### config.mk
export PLATFORM = sky130hd
export DESIGN_NAME = frwl_top
export DESIGN_NICKNAME = d
export VERILOG_FILES = /design/src/design/frwl_pkg.sv /design/src/design/frwl_latch_bank.sv /design/src/design/frwl_top.sv /design/src/design/frwl_unlock.sv
export SDC_FILE = /design/constraint.sdc
export NUM_CORES = 1
export LEC_CHECK = 0
export BUFFER_PORTS_ARGS = -buffer_cell sky130_fd_sc_hd__buf_4
export CAP_MARGIN = 15
export CORE_ASPECT_RATIO = 2
export CORE_UTILIZATION = 31
export CTS_CLUSTER_DIAMETER = 80
export DETAILED_ROUTE_END_ITERATION = 10
export PLACE_DENSITY = 0.52
export SETUP_SLACK_MARGIN = 0.02
export SLEW_MARGIN = 40
export SYNTH_ARGS = -nofsm -noshare
export SYNTH_HDL_FRONTEND = slang
export SYNTH_HIERARCHICAL = 1
export SYNTH_SLANG_ARGS = --single-unit
### constraint.sdc
create_clock -name clk_i -period 10.82 [get_ports clk_i]
set_clock_uncertainty 0.05 [all_clocks]
set_input_delay 1.082 -clock clk_i [delete_from_list [all_inputs] [get_ports clk_i]]
set_output_delay 1.082 -clock clk_i [all_outputs]
set_load 0.05 [all_outputs]
### src/design/frwl_pkg.sv
package frwl_pkg;
  // APB byte addresses
  localparam logic [7:0] FRWL_ADDR_LOW_OFS  = 8'h00;
  localparam logic [7:0] FRWL_ADDR_HIGH_OFS = 8'h04;
  localparam logic [7:0] FRWL_DATA_LOW_OFS  = 8'h08;
  localparam logic [7:0] FRWL_DATA_HIGH_OFS = 8'h0C;
  localparam logic [7:0] FRWL_CONTROL_OFS   = 8'h10;
  localparam logic [7:0] FRWL_UNLOCK_OFS    = 8'h14;
  localparam logic [7:0] FRWL_STATUS_OFS    = 8'h18;
  // Control register fields
  localparam int FRWL_CTL_RD_BIT   = 0;
  localparam int FRWL_CTL_GO_BIT   = 1;
  localparam int FRWL_CTL_WRITE_ENABLE_BIT_BIT = 2;
  localparam int FRWL_CTL_ERR_BIT  = 3;
  localparam int FRWL_CTL_LATCH_ONLY_SELECT_BIT = 5;
  localparam int FRWL_CTL_CONFIG_SPACE_SELECT_BIT = 6;
  localparam int FRWL_CTL_FREE_BIT = 4;
  // Unlock keys
  localparam logic [7:0] FRWL_KEY_FIRST  = 8'h55;
  localparam logic [7:0] FRWL_KEY_SECOND = 8'hAA;
  // Array shape
  localparam int FRWL_WORD_W    = 14;
  localparam int FRWL_LATCH_AW  = 4;
  localparam int FRWL_ROW_AW    = 11;
  localparam int FRWL_LATCHES   = 16;
  localparam logic [13:0] FRWL_BLANK = 14'h3FFF;
  // Timing
  localparam int FRWL_CLK_MHZ     = 100;
  localparam int FRWL_PROG_US     = 2000;
  localparam int FRWL_PROG_CYCLES = FRWL_PROG_US * FRWL_CLK_MHZ;
  localparam int FRWL_NOP_CYCLES  = 2;
  typedef enum logic [2:0] {
    FRWL_IDLE,
    FRWL_NOPS,
    FRWL_ARRAY,
    FRWL_CLEAR
  } frwl_state_t;
endpackage

### src/design/frwl_latch_bank.sv
`timescale 1ns/1ns
module frwl_latch_bank
  import frwl_pkg::*;
#(
  parameter int WORD_W  = FRWL_WORD_W,
  parameter int LATCHES = FRWL_LATCHES,
  parameter int AW      = FRWL_LATCH_AW
)
(
  // Clock and reset
  input  wire logic              clk_i,
  input  wire logic              sys_rst_i,
  // Load and clear
  input  wire logic              load_i,
  input  wire logic [AW-1:0]     load_idx_i,
  input  wire logic [WORD_W-1:0] load_data_i,
  input  wire logic              clear_i,
  // Read port toward the array
  input  wire logic [AW-1:0]     rd_idx_i,
  output logic      [WORD_W-1:0] rd_data_o
);
  logic [WORD_W-1:0] lat_r   [LATCHES];
  logic [WORD_W-1:0] lat_nxt [LATCHES];

  always_comb
  begin
    for (int i = 0; i < LATCHES; i++)
    begin
      lat_nxt[i] = lat_r[i];
      // blank after operation
      if (clear_i)
        lat_nxt[i] = WORD_W'(FRWL_BLANK);
      else if (load_i && load_idx_i == AW'(i))
        lat_nxt[i] = load_data_i;
    end
  end

  // unloaded stay blank
  always_ff @(posedge clk_i or posedge sys_rst_i)
  begin
    if (sys_rst_i)
    begin
      for (int i = 0; i < LATCHES; i++)
        lat_r[i] <= FRWL_BLANK;
    end
    else
    begin
      for (int i = 0; i < LATCHES; i++)
        lat_r[i] <= lat_nxt[i];
    end
  end

  assign rd_data_o = lat_r[rd_idx_i];
endmodule

### src/design/frwl_top.sv
// Notes on behaviour
// Software sets row address, fills latches, starts program, repeats.
// Program never erases; target words must already be blank.
// Erase works on exactly one row per operation.
// One program writes one to sixteen words, never more.
// Upper 11 address bits pick row; low 4 bits pick latch.
// Writes stay inside the addressed row.
// All latches return to 0x3FFF after each write or erase.
// Latches not loaded keep blank value for partial rows.
// Latch-only set: unlock copies data into selected latch only.
// Latch-only clear: unlock loads latch then programs whole row.
// Broken unlock sequence loads nothing and programs nothing.
// Software sets write enable, clears config select, sets latch-only.
// Software increments address per load, clears latch-only for last.
// Unlock is 55h then AAh to key register, then go bit.
// After go the core gets two forced no-operation cycles.
// Row erase or program stalls the core about 2 ms.
// Software should mask interrupts around the unlock sequence.
// Words are 14 bits: six high data bits plus low byte.
`timescale 1ns/1ns
module frwl_top
  import frwl_pkg::*;
#(
  parameter int PROG_CYCLES = FRWL_PROG_CYCLES,
  parameter int WORD_W      = FRWL_WORD_W,
  parameter int ROW_AW      = FRWL_ROW_AW,
  parameter int LATCH_AW    = FRWL_LATCH_AW
)
(
  // Clock and reset
  input  wire logic                       clk_i,
  input  wire logic                       sys_rst_i,
  // APB slave
  input  wire logic                       psel,
  input  wire logic                       penable,
  input  wire logic                       pwrite,
  input  wire logic [7:0]                 paddr,
  input  wire logic [31:0]                pwdata,
  output logic      [31:0]                prdata,
  output logic                            pready,
  output logic                            pslverr,
  // Core stall
  output logic                            core_stall_o,
  // Flash array port
  output logic                            arr_prog_o,
  output logic                            arr_erase_o,
  output logic      [ROW_AW+LATCH_AW-1:0] arr_addr_o,
  output logic      [WORD_W-1:0]          arr_wdata_o,
  input  wire logic [WORD_W-1:0]          arr_rdata_i
);
  localparam int AW = ROW_AW + LATCH_AW;

  // Registers
  logic [7:0]  adr_lo_r, adr_lo_nxt;
  logic [7:0]  adr_hi_r, adr_hi_nxt;
  logic [7:0]  dat_lo_r, dat_lo_nxt;
  logic [7:0]  dat_hi_r, dat_hi_nxt;
  logic        write_enable_bit_r, write_enable_bit_nxt;
  logic        config_space_select_r, config_space_select_nxt;
  logic        latch_only_select_r, latch_only_select_nxt;
  logic        free_r, free_nxt;
  logic        err_r, err_nxt;
  logic [31:0] prdata_nxt;
  logic        pready_nxt, pslverr_nxt;
  // Sequencer
  frwl_state_t st_r, st_nxt;
  logic [31:0] cnt_r, cnt_nxt;
  logic [LATCH_AW-1:0] idx_r, idx_nxt;
  logic        stall_r, stall_nxt;
  logic        prog_r, prog_nxt;
  logic        erase_r, erase_nxt;
  logic [AW-1:0] aaddr_r, aaddr_nxt;
  logic [WORD_W-1:0] awd_r, awd_nxt;
  logic        op_erase_r, op_erase_nxt;

  logic access, wr, rd, busy;
  logic key_wr, go_set, other_wr, armed;
  logic lat_load, lat_clear;
  logic [WORD_W-1:0] lat_word, lat_q;

  function automatic logic hit(input logic [7:0] a, input logic [7:0] ofs);
    hit = (a == ofs);
  endfunction

  assign access = psel && penable && pready;
  assign busy = (st_r != FRWL_IDLE);
  assign wr = access && pwrite;
  assign rd = psel && !penable && !pwrite;
  assign key_wr = wr && hit(paddr, FRWL_UNLOCK_OFS);
  assign go_set = wr && hit(paddr, FRWL_CONTROL_OFS) && pwdata[FRWL_CTL_GO_BIT] && write_enable_bit_r && !busy;
  assign other_wr = wr && !hit(paddr, FRWL_UNLOCK_OFS) && !hit(paddr, FRWL_CONTROL_OFS);

  // R18 14-bit word
  assign lat_word = {dat_hi_r[5:0], dat_lo_r};

  frwl_unlock u_unlock (
    .clk_i      (clk_i),
    .sys_rst_i  (sys_rst_i),
    .key_wr_i   (key_wr),
    .key_data_i (pwdata[7:0]),
    .other_wr_i (other_wr),
    .go_set_i   (go_set),
    .armed_o    (armed)
  );

  // load on armed go unless the go write sets the free or config select bit
  // Mode bits come from the go write itself, not the stale register
  assign lat_load = armed && !pwdata[FRWL_CTL_CONFIG_SPACE_SELECT_BIT] && !pwdata[FRWL_CTL_FREE_BIT];

  frwl_latch_bank #(
    .WORD_W  (WORD_W),
    .LATCHES (FRWL_LATCHES),
    .AW      (LATCH_AW)
  ) u_latches (
    .clk_i       (clk_i),
    .sys_rst_i   (sys_rst_i),
    .load_i      (lat_load),
    .load_idx_i  (adr_lo_r[LATCH_AW-1:0]),
    .load_data_i (lat_word),
    .clear_i     (lat_clear),
    .rd_idx_i    (idx_r),
    .rd_data_o   (lat_q)
  );

  // Register file
  always_comb
  begin
    adr_lo_nxt = adr_lo_r;
    adr_hi_nxt = adr_hi_r;
    dat_lo_nxt = dat_lo_r;
    dat_hi_nxt = dat_hi_r;
    write_enable_bit_nxt   = write_enable_bit_r;
    config_space_select_nxt   = config_space_select_r;
    latch_only_select_nxt   = latch_only_select_r;
    free_nxt   = free_r;
    err_nxt    = err_r;
    pready_nxt = 1'b0;
    pslverr_nxt = 1'b0;
    prdata_nxt = prdata;
    // No wait cycles: answer in the cycle after setup
    if (psel && !penable)
    begin
      pready_nxt = 1'b1;
      pslverr_nxt = !(hit(paddr, FRWL_ADDR_LOW_OFS) || hit(paddr, FRWL_ADDR_HIGH_OFS) ||
                      hit(paddr, FRWL_DATA_LOW_OFS) || hit(paddr, FRWL_DATA_HIGH_OFS) ||
                      hit(paddr, FRWL_CONTROL_OFS) || hit(paddr, FRWL_UNLOCK_OFS) ||
                      hit(paddr, FRWL_STATUS_OFS));
    end
    if (rd)
    begin
      prdata_nxt = 32'h0000_0000;
      unique case (paddr)
        FRWL_ADDR_LOW_OFS:  prdata_nxt[7:0] = adr_lo_r;
        FRWL_ADDR_HIGH_OFS: prdata_nxt[7:0] = {1'b0, adr_hi_r[6:0]};
        FRWL_DATA_LOW_OFS:  prdata_nxt[7:0] = dat_lo_r;
        FRWL_DATA_HIGH_OFS: prdata_nxt[7:0] = {2'b00, dat_hi_r[5:0]};
        FRWL_CONTROL_OFS:
        begin
          prdata_nxt[FRWL_CTL_GO_BIT]   = busy;
          prdata_nxt[FRWL_CTL_WRITE_ENABLE_BIT_BIT] = write_enable_bit_r;
          prdata_nxt[FRWL_CTL_ERR_BIT]  = err_r;
          prdata_nxt[FRWL_CTL_FREE_BIT] = free_r;
          prdata_nxt[FRWL_CTL_LATCH_ONLY_SELECT_BIT] = latch_only_select_r;
          prdata_nxt[FRWL_CTL_CONFIG_SPACE_SELECT_BIT] = config_space_select_r;
        end
        FRWL_STATUS_OFS:    prdata_nxt[7:0] = {5'b0_0000, st_r};
        default:            prdata_nxt = 32'h0000_0000;
      endcase
    end
    if (wr && !busy)
    begin
      unique case (paddr)
        FRWL_ADDR_LOW_OFS:  adr_lo_nxt = pwdata[7:0];
        FRWL_ADDR_HIGH_OFS: adr_hi_nxt = {1'b0, pwdata[6:0]};
        FRWL_DATA_LOW_OFS:  dat_lo_nxt = pwdata[7:0];
        FRWL_DATA_HIGH_OFS: dat_hi_nxt = {2'b00, pwdata[5:0]};
        FRWL_CONTROL_OFS:
        begin
          write_enable_bit_nxt = pwdata[FRWL_CTL_WRITE_ENABLE_BIT_BIT];
          config_space_select_nxt = pwdata[FRWL_CTL_CONFIG_SPACE_SELECT_BIT];
          latch_only_select_nxt = pwdata[FRWL_CTL_LATCH_ONLY_SELECT_BIT];
          free_nxt = pwdata[FRWL_CTL_FREE_BIT];
          if (!pwdata[FRWL_CTL_ERR_BIT])
            err_nxt = 1'b0;
        end
        default: ;
      endcase
    end
    // Go without a valid unlock flags an error; set wins over clear
    if (go_set && !armed)
      err_nxt = 1'b1;
  end

  always_ff @(posedge clk_i or posedge sys_rst_i)
  begin
    if (sys_rst_i)
    begin
      adr_lo_r <= 8'h00;
      adr_hi_r <= 8'h00;
      dat_lo_r <= 8'h00;
      dat_hi_r <= 8'h00;
      write_enable_bit_r   <= 1'b0;
      config_space_select_r   <= 1'b0;
      latch_only_select_r   <= 1'b0;
      free_r   <= 1'b0;
      err_r    <= 1'b0;
      prdata   <= 32'h0000_0000;
      pready   <= 1'b0;
      pslverr  <= 1'b0;
    end
    else
    begin
      adr_lo_r <= adr_lo_nxt;
      adr_hi_r <= adr_hi_nxt;
      dat_lo_r <= dat_lo_nxt;
      dat_hi_r <= dat_hi_nxt;
      write_enable_bit_r   <= write_enable_bit_nxt;
      config_space_select_r   <= config_space_select_nxt;
      latch_only_select_r   <= latch_only_select_nxt;
      free_r   <= free_nxt;
      err_r    <= err_nxt;
      prdata   <= prdata_nxt;
      pready   <= pready_nxt;
      pslverr  <= pslverr_nxt;
    end
  end

  // Sequencer
  assign lat_clear = (st_r == FRWL_CLEAR);

  always_comb
  begin
    st_nxt       = st_r;
    cnt_nxt      = cnt_r;
    idx_nxt      = idx_r;
    stall_nxt    = stall_r;
    prog_nxt     = 1'b0;
    erase_nxt    = 1'b0;
    aaddr_nxt    = aaddr_r;
    awd_nxt      = awd_r;
    op_erase_nxt = op_erase_r;
    unique case (st_r)
      FRWL_IDLE:
      begin
        if (armed)
        begin
          // two forced idle cycles
          st_nxt       = FRWL_NOPS;
          cnt_nxt      = 32'(FRWL_NOP_CYCLES - 1);
          stall_nxt    = 1'b1;
          op_erase_nxt = pwdata[FRWL_CTL_FREE_BIT];
        end
      end
      FRWL_NOPS:
      begin
        if (cnt_r == 32'h0000_0000)
        begin
          // latch-only ends here
          if (latch_only_select_r && !op_erase_r)
          begin
            st_nxt    = FRWL_IDLE;
            stall_nxt = 1'b0;
          end
          else
          begin
            // stall through array time
            st_nxt  = FRWL_ARRAY;
            cnt_nxt = 32'(PROG_CYCLES - 1);
            idx_nxt = '0;
          end
        end
        else
          cnt_nxt = cnt_r - 32'h0000_0001;
      end
      FRWL_ARRAY:
      begin
        // row fixed, column walks only latch index
        aaddr_nxt = {adr_hi_r[6:0], adr_lo_r[7:LATCH_AW], idx_r};
        awd_nxt   = lat_q;
        if (op_erase_r)
        begin
          // single row erase
          erase_nxt = (cnt_r == 32'(PROG_CYCLES - 1));
          aaddr_nxt = {adr_hi_r[6:0], adr_lo_r[7:LATCH_AW], {LATCH_AW{1'b0}}};
        end
        else if (cnt_r > 32'(PROG_CYCLES - 1 - FRWL_LATCHES))
        begin
          // at most sixteen programs, blank words skipped by sequencer
          prog_nxt = (lat_q != WORD_W'(FRWL_BLANK));
          idx_nxt  = idx_r + LATCH_AW'(1);
        end
        if (cnt_r == 32'h0000_0000)
          st_nxt = FRWL_CLEAR;
        else
          cnt_nxt = cnt_r - 32'h0000_0001;
      end
      FRWL_CLEAR:
      begin
        // reset latches
        st_nxt    = FRWL_IDLE;
        stall_nxt = 1'b0;
      end
      default:
      begin
        st_nxt    = FRWL_IDLE;
        stall_nxt = 1'b0;
      end
    endcase
  end

  always_ff @(posedge clk_i or posedge sys_rst_i)
  begin
    if (sys_rst_i)
    begin
      st_r       <= FRWL_IDLE;
      cnt_r      <= 32'h0000_0000;
      idx_r      <= '0;
      stall_r    <= 1'b0;
      prog_r     <= 1'b0;
      erase_r    <= 1'b0;
      aaddr_r    <= '0;
      awd_r      <= '0;
      op_erase_r <= 1'b0;
    end
    else
    begin
      st_r       <= st_nxt;
      cnt_r      <= cnt_nxt;
      idx_r      <= idx_nxt;
      stall_r    <= stall_nxt;
      prog_r     <= prog_nxt;
      erase_r    <= erase_nxt;
      aaddr_r    <= aaddr_nxt;
      awd_r      <= awd_nxt;
      op_erase_r <= op_erase_nxt;
    end
  end

  assign core_stall_o = stall_r;
  assign arr_prog_o   = prog_r;
  assign arr_erase_o  = erase_r;
  assign arr_addr_o   = aaddr_r;
  assign arr_wdata_o  = awd_r;
endmodule

### src/design/frwl_unlock.sv
`timescale 1ns/1ns
module frwl_unlock
  import frwl_pkg::*;
(
  // Clock and reset
  input  wire logic       clk_i,
  input  wire logic       sys_rst_i,
  // Register write events
  input  wire logic       key_wr_i,
  input  wire logic [7:0] key_data_i,
  input  wire logic       other_wr_i,
  input  wire logic       go_set_i,
  // Result
  output logic            armed_o
);
  logic [1:0] stage_r;
  logic [1:0] stage_nxt;

  // key order
  // a go, or a write to a register other than key or control, breaks it
  always_comb
  begin
    stage_nxt = stage_r;
    if (key_wr_i)
    begin
      if (stage_r == 2'h0 && key_data_i == FRWL_KEY_FIRST)
        stage_nxt = 2'h1;
      else if (stage_r == 2'h1 && key_data_i == FRWL_KEY_SECOND)
        stage_nxt = 2'h2;
      else if (key_data_i == FRWL_KEY_FIRST)
        stage_nxt = 2'h1;
      else
        stage_nxt = 2'h0;
    end
    else if (other_wr_i || go_set_i)
      stage_nxt = 2'h0;
  end

  always_ff @(posedge clk_i or posedge sys_rst_i)
  begin
    if (sys_rst_i)
      stage_r <= 2'h0;
    else
      stage_r <= stage_nxt;
  end

  assign armed_o = go_set_i && stage_r == 2'h2;
endmodule

* Word-level counts from Yosys, hierarchy flattened
Cells that the tools add are included.
Operators by class: add/sub/neg operators 2, magnitude comparators 2, equal/unequal tests 40, muxes and demuxes 74, bitwise gates (word level) 2, reductions and logical operators 91
Operator list (number):
- 14-bit two-way mux | 34
- 32-bit two-way mux | 4
- 32-bit one-hot mux with 3 select lines | 1
- 14-bit binary-select mux with 4-bit select | 1
- 2-bit nonzero test | 20
- 1-bit logical AND | 36
- 6-bit one-hot mux with 6 select lines | 1
- 32-bit by 18-bit == test with 1-bit output, second input constant | 1
- 4-bit == test, second input constant | 8
- 32-bit by 18-bit greater-than comparator with 1-bit output, second input constant | 1
- 32-bit logical NOT | 1
- 32-bit by 1-bit subtractor with 32-bit output, second input constant | 1
- 8-bit by 5-bit == test with 1-bit output, second input constant | 3
- 4-bit two-way mux | 5
- 4-bit by 3-bit == test with 1-bit output, second input constant | 4
- 8-bit by 4-bit == test with 1-bit output, second input constant | 2
- 2-bit inequality test, second input constant | 8
- 1-bit two-way mux | 15
- 14-bit inequality test, second input constant | 1
- 2-bit AND reduction | 6
- 1-bit logical NOT | 10
- 2-bit two-way mux | 5
- 3-bit two-way mux | 3
- 3-bit one-hot mux with 3 select lines | 1
- 28 further kinds | 39
Storage, ports and cells: register bits after elaboration 342, input bits 59, output and inout bits 66, word-level logic and storage cells 249

* Logic depth before layout (Yosys ltp)
Gate-level depths: netlist of the first run.
word-level depth 13, gate-level depth with buffers 14, gate-level depth less buffers 12

* Modules after synthesis
Netlist of the first run, hierarchy kept.
By module, submodules not included:
- frwl_latch_bank | instances 1, cells an instance 921, area an instance 11551.1 sq um, sequential area each 5885.6 sq um
- frwl_top | instances 1, cells an instance 536, area an instance 5729.2 sq um, sequential area each 2877.8 sq um
- frwl_unlock | instances 1, cells an instance 14, area an instance 155.1 sq um, sequential area each 50.0 sq um

* Least setup slack after synthesis of the first run
No wires, ideal clock.
path kind input -> register, from input port paddr[5], to register u_latches/lat_r[182] (netlist name), library setup time 82 ps, arrival 4166 ps, slack 6522 ps, stages 12, buffers on the path 2, cells stage by stage nor3_1 -> nand3b_1 -> nor4_1 -> and3_1 -> and3b_1 -> inv_1 -> nor3_1 -> nor3b_4 -> buf_4 -> nand2_2 -> buf_2 -> a211o_1
Between the ends: longest elaborated chain between the ends 10
RTL lines:
- from (decl) | RTL line frwl_top.sv:37 | input wire logic [7:0] paddr,
- 8-bit by 5-bit == test with 1-bit output | RTL line frwl_top.sv:82 | hit = (a == ofs);
- 1-bit logical AND (4 in a row) | RTL line frwl_top.sv:90 | assign go_set = wr && hit(paddr, FRWL_CONTROL_OFS) && pwdata[FRWL_CTL_GO_BIT] && write_enable_bit_r && !busy;
- via go_set | RTL line frwl_top.sv:77 | logic key_wr, go_set, other_wr, armed;
- 1-bit logical AND | RTL line frwl_unlock.sv:47 | assign armed_o = go_set_i && stage_r == 2'h2;
- via armed | RTL line frwl_top.sv:77
- 1-bit logical AND (2 in a row) | RTL line frwl_top.sv:108 | assign lat_load = armed && !pwdata[FRWL_CTL_CONFIG_SPACE_SELECT_BIT] && !pwdata[FRWL_CTL_FREE_BIT];
- via lat_load | RTL line frwl_top.sv:78 | logic lat_load, lat_clear;
- 1-bit logical AND | RTL line frwl_latch_bank.sv:33 | else if (load_i && load_idx_i == AW'(i))
- 2-bit nonzero test (no line)
- to (signal, indexed assignment) | RTL line frwl_latch_bank.sv:49 | lat_r[i] <= lat_nxt[i];
- to (decl) | RTL line frwl_latch_bank.sv:22 | logic [WORD_W-1:0] lat_r [LATCHES];
The timed path passes the listed nets, and every way through them passes these cells. A chain may end at the register's enable or synchronous reset.

* Worst setup path in the final report of the first run
from input port paddr[5], to register u_latches/lat_r[38] (netlist name)
The elaborated chain is that of the path after synthesis.

==> results.md, run 1 <==
* Status: complete, no violations
* Synth Flop Type: dfstp_2
* Core Region at 55400 um^2
* Compound-cell area share of the yosys netlist at 17.6%
* Critical path type: in -> reg
* Syn Std Cell Area at 17400 um^2
* Flop pwr share at 49.5%
* TritonRoute pass-1 iters at 6
* Fin nets at 1516
* Post-route insts no fill at 2219
* Synth cell types at 65
* Worst Hold Class: in -> async
* RSZ-0062 raised after global routing: no
* Multi-input logic area at 7910 um^2
* Layout cell share with drive strength beyond 1 at 35.3%
* Post-synthesis sequential area ratio at 50.5%
* Max Clock Freq at 0.213 GHz
* Clock-pin slew on the worst setup and hold paths at 70 ps
* ANT cells at 0
* GRT Resource Usage Total at 18.6%
* Vert. Die Dim at 337 um
* Switching Fraction at 22.8%
* Detail Route Antenna Nets at 0
* Design Area, Final at 19500 um^2
* Synth Warn # at 6
* Placement Setup Slack at 5620 ps
* Multiplexer area fraction after synthesis at 11.5%
* Routed vias at 12699
* FF+latch count, synth at 341
* Total congestion overflow at 0
* Final GP Congestion at 0.800
* CTS tree: built
* PD cells at 133 nW/um^2
* EDFF count, synth at 0
* Filler cells at 5491
* Clock Power Share at 47.8%
* Initial core utilization at 31.5%
* P_sw at 592 uW
* Post-Synth XOR/XNOR Area at 0%
* Row count at 122
* Worst Tran Pin Value at 814 ps
* Period utilisation layout at 43.5%
* MaxCap Viol Count at 0
* # IOs at 125
* Vias/cell at 5.72
* Final worst setup slack at 6120 ps
* Port buffer count at 62
* CTS Buf Count at 34
* First-pass GRT wire length at 81600 um
* Hold buffer count at cts at 0
* Maximum vdd ir drop at 0.000120 V
* Worst setup SP type: input port
* Area Growth Syn to Fin at 11.9%
* Ys async rst share at 100%
* Die Span X at 170 um
* Setup Viol. Count Final at 0
* Sum of negative setup slack at 0 ps
* H-tree depth at 2
* Mapped Cells at 1471
* # DRC at 0
* Post_cts resized at 0
* # placed instances at 2157
* Worst relative slew slack at 45.7%
* WL/cell at 23.5 um
* Sequential standard cell area at 8820 um^2
* Die Area at 57300 um^2
* Final min period at 4700 ps
* Most frequent cells in the layout: and3_1, a211o_1, dfstp_2
* Syn avg cell area at 11.9 um^2
* Adder-cell share of the synthesized area at 0.574%
* Synth Area in Simple Gates at 14.7%
* CTS Buffer Depth at 3
* Leakage at 0.0104 uW
* Area of placed instances at 18300 um^2
* Crit Path Max Fanout at 60
* Final hold violations at 0
* Post-DP HPWL at 32600 um
* Clock tree root driver cell: clkbuf_16
* Cell Int Power at 2000 uW
* Fin. max-slew vios at 0
* Worst-skew pair later-pin latency at 540 ps
* Comb pwr share at 2.7%
* DRT iter0 DRCs at 907
* Combinational family with the most area after synthesis: compound AO/OA/AOI/OAI gates
* Critical Path AT at 5110 ps
* Vias in the first global route at 13202
* Setup bufs post-CTS at 0
* WL final at 52200 um
* Initial antenna violation count at 0
* WP data required at 11220 ps
* Largest net degree at the start of global routing at 139
* Most common cell after layout, fill and taps aside: and3_1
* Crit. End Element: flop
* # clock sinks at 341
==> worst paths after layout <==
path,from,to,slack [ps],cells after the start
min reg2reg,cnt_r[31],cnt_r[31],440,1
max,paddr[5],u_latches/lat_r[38],6120,13
max in group asynchronous,sys_rst_i,u_latches/lat_r[12],8890,3
min in group clk_i,cnt_r[31],cnt_r[31],440,1
max reg2reg,st_r[0],u_latches/lat_r[38],6450,13
min,sys_rst_i,u_unlock/stage_r[0],420,2
==> power by group through the flow <==
| stage | Sequential, uW | Combinational [uW] | Clock, uW |
|---|---|---|---|
| 2_1_floorplan | 1310 | 49.1 | 0 |
| 3_3_place_gp | 1300 | 71.2 | 0 |
| 3_5_place_dp | 1300 | 72.8 | 0 |
| 4_1_cts | 1280 | 73.1 | 1280 |
| 5_1_grt | 1280 | 78.6 | 1320 |
| 6_report | 1280 | 71.3 | 1240 |
==> state kept, by name (all words and copies together) (netlist names), 2 cells and up <==
| register | cells |
|---|---|
| dat_lo_r | 8 |
| adr_lo_r | 8 |
| arr_wdata_o | 14 |
| idx_r | 4 |
| st_r | 2 |
| u_latches/lat_r | 224 |
| dat_hi_r | 6 |
| prdata | 8 |
| arr_addr_o | 15 |
| u_unlock/stage_r | 2 |
| adr_hi_r | 7 |
| cnt_r | 32 |
==> routing by layer <==
layer | up-vias | global-route usage, % | routed length [um]
li1 | 5554 | - | -
met1 | 6659 | 21.9 | 20400
met2 | 388 | 34.1 | 28000
met3 | 98 | 1.85 | 1980
met4 | 0 | 7.55 | 1860
met5 | - | 0 | 0
==> worst max-delay path: stages <==
cell and delay [ps]:
buf_4 110, nor3_1 490, nand3b_1 240, nor4_1 290
buf_4 210, and3_1 270, and3b_1 340, inv_1 140
nor3_1 290, and3_1 200, buf_4 490, nand2_2 490
a211o_1 430
==> layout make-up <==
cell class / count / area share, %
Timing Repair Buffer: 82 / 3.25
Multi-Input combinational cell: 976 / 40.5
Sequential cell: 341 / 45.2
Tap cell: 744 / 4.77
Inverter: 14 / 0.346
Clock inverter: 10 / 0.385
Clock buffer: 52 / 5.50
==> through the flow <==
stage | power, uW | hold WS, ps | utilization (%)
2_1_floorplan | 1360 | 402 | -
3_3_place_gp | 1380 | 418 | 33.0
3_5_place_dp | 1380 | 421 | 33.1
4_1_cts | 2630 | 402 | 35.2
5_1_grt | 2680 | 422 | 35.2
6_report | 2600 | 422 | 35.2
==> cells in the mapped netlist (all sizes together) (3+ instances only) <==
master	n	area share (%)
a211o	225	11
a21o	9	0.39
a21oi	35	1.0
a222oi	5	0.29
a22o	6	0.30
a22oi	35	1.5
a31oi	23	0.83
and2	4	0.14
and3	226	8.1
and3b	3	0.15
buf	64	2.7
clkbuf	99	2.1
dfrtp	117	17
dfstp	224	34
ha	8	0.57
inv	14	0.30
mux2	59	3.8
mux2i	8	0.46
mux4	56	7.2
nand2	62	1.6
nand2b	9	0.32
nand3	12	0.34
nand3b	4	0.17
nand4	9	0.32
nand4b	3	0.15
nor2	40	0.86
nor2b	3	0.11
nor3	25	0.75
nor3b	6	0.32
nor4	10	0.39
o21a	3	0.13
o21ai	18	0.52
o22a	6	0.30
o31ai	4	0.17
or2	4	0.14
or3	7	0.31
or4	3	0.17
==> kinds of logic after synthesis <==
kind of cell | Yosys count
AOI/OAI and AO/OA | 385
muxes | 123
DFF | 341
and+or+nand+nor | 436
other | 1
adders and majority gates | 8
buffers and inverters | 177
(Power assumes the default switching activity.)
==> inputs of run 2 (changes only) <==
PLACE_DENSITY = 0.53   (was 0.52)
clock period = 3.8 ns   (was 10.82 ns; I/O delays follow)
==> run 2 against run 1 <==
Final cell count is 1.3% higher. Global-route usage is 0.35 points lower. Combinational power grew to 2.9 times the previous value. Largest power group unchanged.
==> results.md, run 2 (synthesis results as in run 1) <==
* Fin. max-slew vios at 0
* Status: complete, no violations
* Final hold violations at 0
* Port buffer count at 62
* WP data required at 4210 ps
* Reg-to-reg endpoint: u_latches/lat_r[112]
* RSZ-0062 raised after global routing: no
* # IOs at 125
* Core Region at 55400 um^2
* PD cells at 379 nW/um^2
* WL final at 51700 um
* TritonRoute pass-1 iters at 5
* R2R depth at 12
* Clock-pin slew on the worst setup and hold paths at 60 ps
* R2R Setup Slk at 350 ps
* Area of placed instances at 18600 um^2
* Vias/cell at 5.65
* Worst relative slew slack at 42.4%
* Hold path depth at 2
* Largest net degree at the start of global routing at 115
* Layout cell share with drive strength beyond 1 at 36.4%
* Most frequent cells in the layout: and3_1, a211o_1, dfstp_2
* Row count at 122
* H-tree depth at 2
* Vias in the first global route at 13394
* Max Clock Freq at 0.290 GHz
* ANT cells at 0
* Die Area at 57300 um^2
* Largest Register: u_latches/lat_r
* Sum of negative setup slack at 0 ps
* GRT Resource Usage Total at 18.2%
* Worst hold endpoint: adr_lo_r[7]
* # DRC at 0
* Routed vias at 12700
* Worst Hold Slack at 77.7 ps
* Maximum vdd ir drop at 0.000334 V
* Area Growth Syn to Fin at 13.7%
* Initial core utilization at 31.5%
* # clock sinks at 341
* Period utilisation layout at 90.8%
* Die Span X at 170 um
* Largest register FFs at 224
* Fin nets at 1546
* Detail Route Antenna Nets at 0
* Leakage at 0.0106 uW
* Total congestion overflow at 0
* CTS tree: built
* Setup Viol. Count Final at 0
* Worst-skew pair later-pin latency at 530 ps
* CTS Buffer Depth at 3
* Critical path type: reg -> reg
* Crit Path Max Fanout at 14
* Worst r2r src: st_r[0]
* Vert. Die Dim at 337 um
* Finished Core Util at 35.8%
* MaxCap Viol Count at 0
* Post-DP HPWL at 35100 um
* CTS Buf Count at 34
* Clock tree root driver cell: clkbuf_16
* WL/cell at 23.0 um
* Final GP Congestion at 0.830
* Design Area, Final at 19800 um^2
* First-pass GRT wire length at 80700 um
* Initial antenna violation count at 0
* Final min period at 3450 ps
* Crit. End Element: flop
* DRT iter0 DRCs at 745
* Critical Path AT at 3860 ps
* Hold path startpoint: pwdata[7]
* Worst setup SP type: flop
* Worst Tran Pin Value at 856 ps
* Worst Hold Class: in -> reg
## run 2: stage by stage
| stage | std cells | setup slack, ps | total power (uW) |
|---|---|---|---|
| 2_1_floorplan | 1494 | 204 | 3870 |
| 3_3_place_gp | 2183 | 118 | 3920 |
| 3_5_place_dp | 2185 | 92.4 | 3930 |
| 4_1_cts | 2247 | 79.0 | 7620 |
| 5_1_grt | 2248 | 54.9 | 7750 |
| 6_report | 2248 | 348 | 7500 |
## run 2: routing by layer
metal	up-vias	share of wire, %	global-route usage, %
li1	5620	-	-
met1	6643	38	20.1
met2	350	56	35.3
met3	87	3.5	1.70
met4	0	3.3	7.15
met5	-	0	0
## run 2: power by group
part | total (uW) | switching (uW) | internal (uW)
sequential | 3660 | 7.75 | 3650
combinational | 208 | 172 | 35.9
clock | 3640 | 1500 | 2140
total | 7500 | 1680 | 5830
## run 2: cell type report
cell class	count	area, um^2
Inverter	14	61.3
Tap cell	744	931
Clock inverter	11	138
Fill cell	5427	35600
Sequential cell	341	8820
Multi-Input combinational cell	976	7850
Clock buffer	50	1060
Timing Repair Buffer	112	962
## run 2: worst max path at each step
stage | from | depth (start not counted) | to | slack, ps
detailed placement | paddr[5] | 12 | u_latches/lat_r[112] | 90
CTS | st_r[0] | 12 | u_latches/lat_r[112] | 80
floorplan | paddr[5] | 12 | u_latches/lat_r[182] | 200
global placement | paddr[5] | 12 | u_latches/lat_r[197] | 120
global route | st_r[0] | 14 | cnt_r[23] | 50
finish | st_r[0] | 12 | u_latches/lat_r[112] | 350
## run 2: critical path, stage by stage (launching register included)
cell and delay (ps):
dfrtp_1 460, inv_1 130, ha_1 240, inv_1 120, nor4_1 280, buf_4 210
and3_1 260, and3b_1 230, inv_1 110, nor3_2 200, and3b_2 360, nand2_2 320
a211o_1 410
## run 2: timing repair
action,CTS,global route
hold buffers,1,0
setup endpoints to repair,0,224
gates resized for setup,0,4
hold endpoints to repair,70,0
buffers inserted,0,1
==> inputs of run 3 (changes only) <==
RECOVER_POWER = 50   (was unset)
==> run 3 against run 2 <==
The flow now finishes with violations (capacitance limit, slew limit). Utilization down 0.22 points. Count of clock-buffer cells in the layout is the same. Clock power barely moved. Die area did not move. Worst setup slack lost 7.2 ps. Maximum frequency is 0.21% lower. Worst hold slack better by 4.9 ps. Combinational power shrank 3%. Via count fell by 0.13%. Final cell count unchanged. First-iteration DRC count is 2.1% lower. Critical endpoint is now u_latches/lat_r[114]. Largest power group unchanged.
==> results.md, run 3 (synthesis results as in run 1) <==
* Status: finished, violations left
* Violated checks: capacitance limit, slew limit
* Initial core utilization at 31.5%
* Fin. max-slew vios at 297
* Row count at 122
* Hold path startpoint: pwdata[7]
* Detail Route Antenna Nets at 0
* Area of placed instances at 18600 um^2
* Largest net degree at the start of global routing at 115
* Max Clock Freq at 0.289 GHz
* Delay-heaviest family, CP: simple AND/OR/NAND/NOR gates
* R2R depth at 12
* Sum of negative setup slack at 0 ps
* Fin nets at 1546
* Worst-skew pair later-pin latency at 530 ps
* Critical path type: reg -> reg
* Reg-to-reg endpoint: u_latches/lat_r[114]
* Core Region at 55400 um^2
* Largest register FFs at 224
* Worst setup SP type: flop
* Clock-pin slew on the worst setup and hold paths at 60 ps
* DRT iter0 DRCs at 729
* CTS tree: built
* Post-route insts no fill at 2248
* Hold path depth at 2
* # placed instances at 2185
* Area Growth Syn to Fin at 13.0%
* Final min period at 3460 ps
* Routed vias at 12683
* Die Area at 57300 um^2
* Worst Hold Class: in -> reg
* Crit. End Element: flop
* Post-DP HPWL at 35100 um
* CP peak stage delay at 450 ps
* Worst Tran Pin Value at 2460 ps
* Leakage at 0.0105 uW
* Worst r2r src: st_r[0]
* Die Span X at 170 um
* RSZ-0062 raised after global routing: no
* ANT cells at 0
* Crit-path slowest cell: dfrtp_1
* # clock sinks at 341
* WP data required at 4200 ps
* H-tree depth at 2
* Largest Register: u_latches/lat_r
* WL final at 51700 um
* First-pass GRT wire length at 80700 um
* Vert. Die Dim at 337 um
* Layout cell share with drive strength beyond 1 at 35.0%
* # IOs at 125
* Setup Viol. Count Final at 0
* Design Area, Final at 19700 um^2
* Port buffer count at 62
* CTS Buffer Depth at 3
* TritonRoute pass-1 iters at 5
* Critical Path AT at 3860 ps
* PD cells at 380 nW/um^2
* Buf/Inv on CP at 4
* Vias in the first global route at 13394
* Vias/cell at 5.64
* CTS Buf Count at 34
* Most frequent cells in the layout: and3_1, a211o_1, dfstp_2
* R2R Setup Slk at 340 ps
* Crit-path cells: inv_1 > ha_1 > inv_1 > nor4_1 > buf_4 > and3_1 > and3b_1 > inv_1 > nor3_2 > and3b_2 > nand2_2 > a211o_1
* Crit Path Max Fanout at 14
* MaxCap Viol Count at 4
* Maximum vdd ir drop at 0.000334 V
* Final hold violations at 0
* Clock tree root driver cell: clkbuf_16
* Period utilisation layout at 91.0%
* Cell repeated most along the worst path: inv_1
* GRT Resource Usage Total at 18.2%
* # DRC at 0
* Worst hold endpoint: adr_lo_r[7]
* WL/cell at 23.0 um
* Total congestion overflow at 0
* Initial antenna violation count at 0
* Final GP Congestion at 0.830
* Worst relative slew slack at -64.2%
run 3: worst max path at each step:
stage,depth (start not counted),to,slack [ps],start
finish,12,u_latches/lat_r[114],340,st_r[0]
CTS,12,u_latches/lat_r[112],80,st_r[0]
global route,14,cnt_r[23],50,st_r[0]
global placement,12,u_latches/lat_r[197],120,paddr[5]
floorplan,12,u_latches/lat_r[182],200,paddr[5]
detailed placement,12,u_latches/lat_r[112],90,paddr[5]
run 3: per-stage QoR:
| stage | utilization [%] | worst slack (ps) | hold slack [ps] | power, uW |
|---|---|---|---|---|
| after floorplan | - | 204 | 71.2 | 3870 |
| after global placement | 33.5 | 118 | 237 | 3920 |
| after detailed placement | 33.5 | 92.4 | 247 | 3930 |
| after CTS | 35.7 | 79.0 | 49.7 | 7620 |
| after global routing | 35.5 | 54.9 | 61.1 | 7740 |
| final | 35.5 | 341 | 82.6 | 7490 |
run 3: routing by layer:
metal | up-vias | track usage [%] | wire length [um]
li1 | 5615 | - | -
met1 | 6618 | 20.1 | 19300
met2 | 361 | 35.3 | 28700
met3 | 89 | 1.70 | 1900
met4 | 0 | 7.15 | 1730
met5 | - | 0 | 0
run 3: power by group:
group / leakage, uW / internal, uW / total (uW) / switching, uW
Combinational: 0.00594 / 29.3 / 201 / 171
Sequential: 0.00391 / 3650 / 3660 / 7.79
Clock: 0.000593 / 2140 / 3640 / 1490
Total: 0.0105 / 5820 / 7490 / 1670
run 3: final cells by class:
class / instances / area, um^2
fill: 5450 / 35700
sequential: 341 / 8820
timing repair buffer: 112 / 843
clock buffer: 50 / 1060
tap: 744 / 931
inverter: 14 / 57.6
multi-input combinational: 976 / 7850
clock inverter: 11 / 138
run 3: what timing repair did:
action                     CTS  global route
setup buffers                0             1
hold endpoints to repair    70             0
gates resized for setup      0             4
setup endpoints to repair    0           224
hold buffers                 1             0
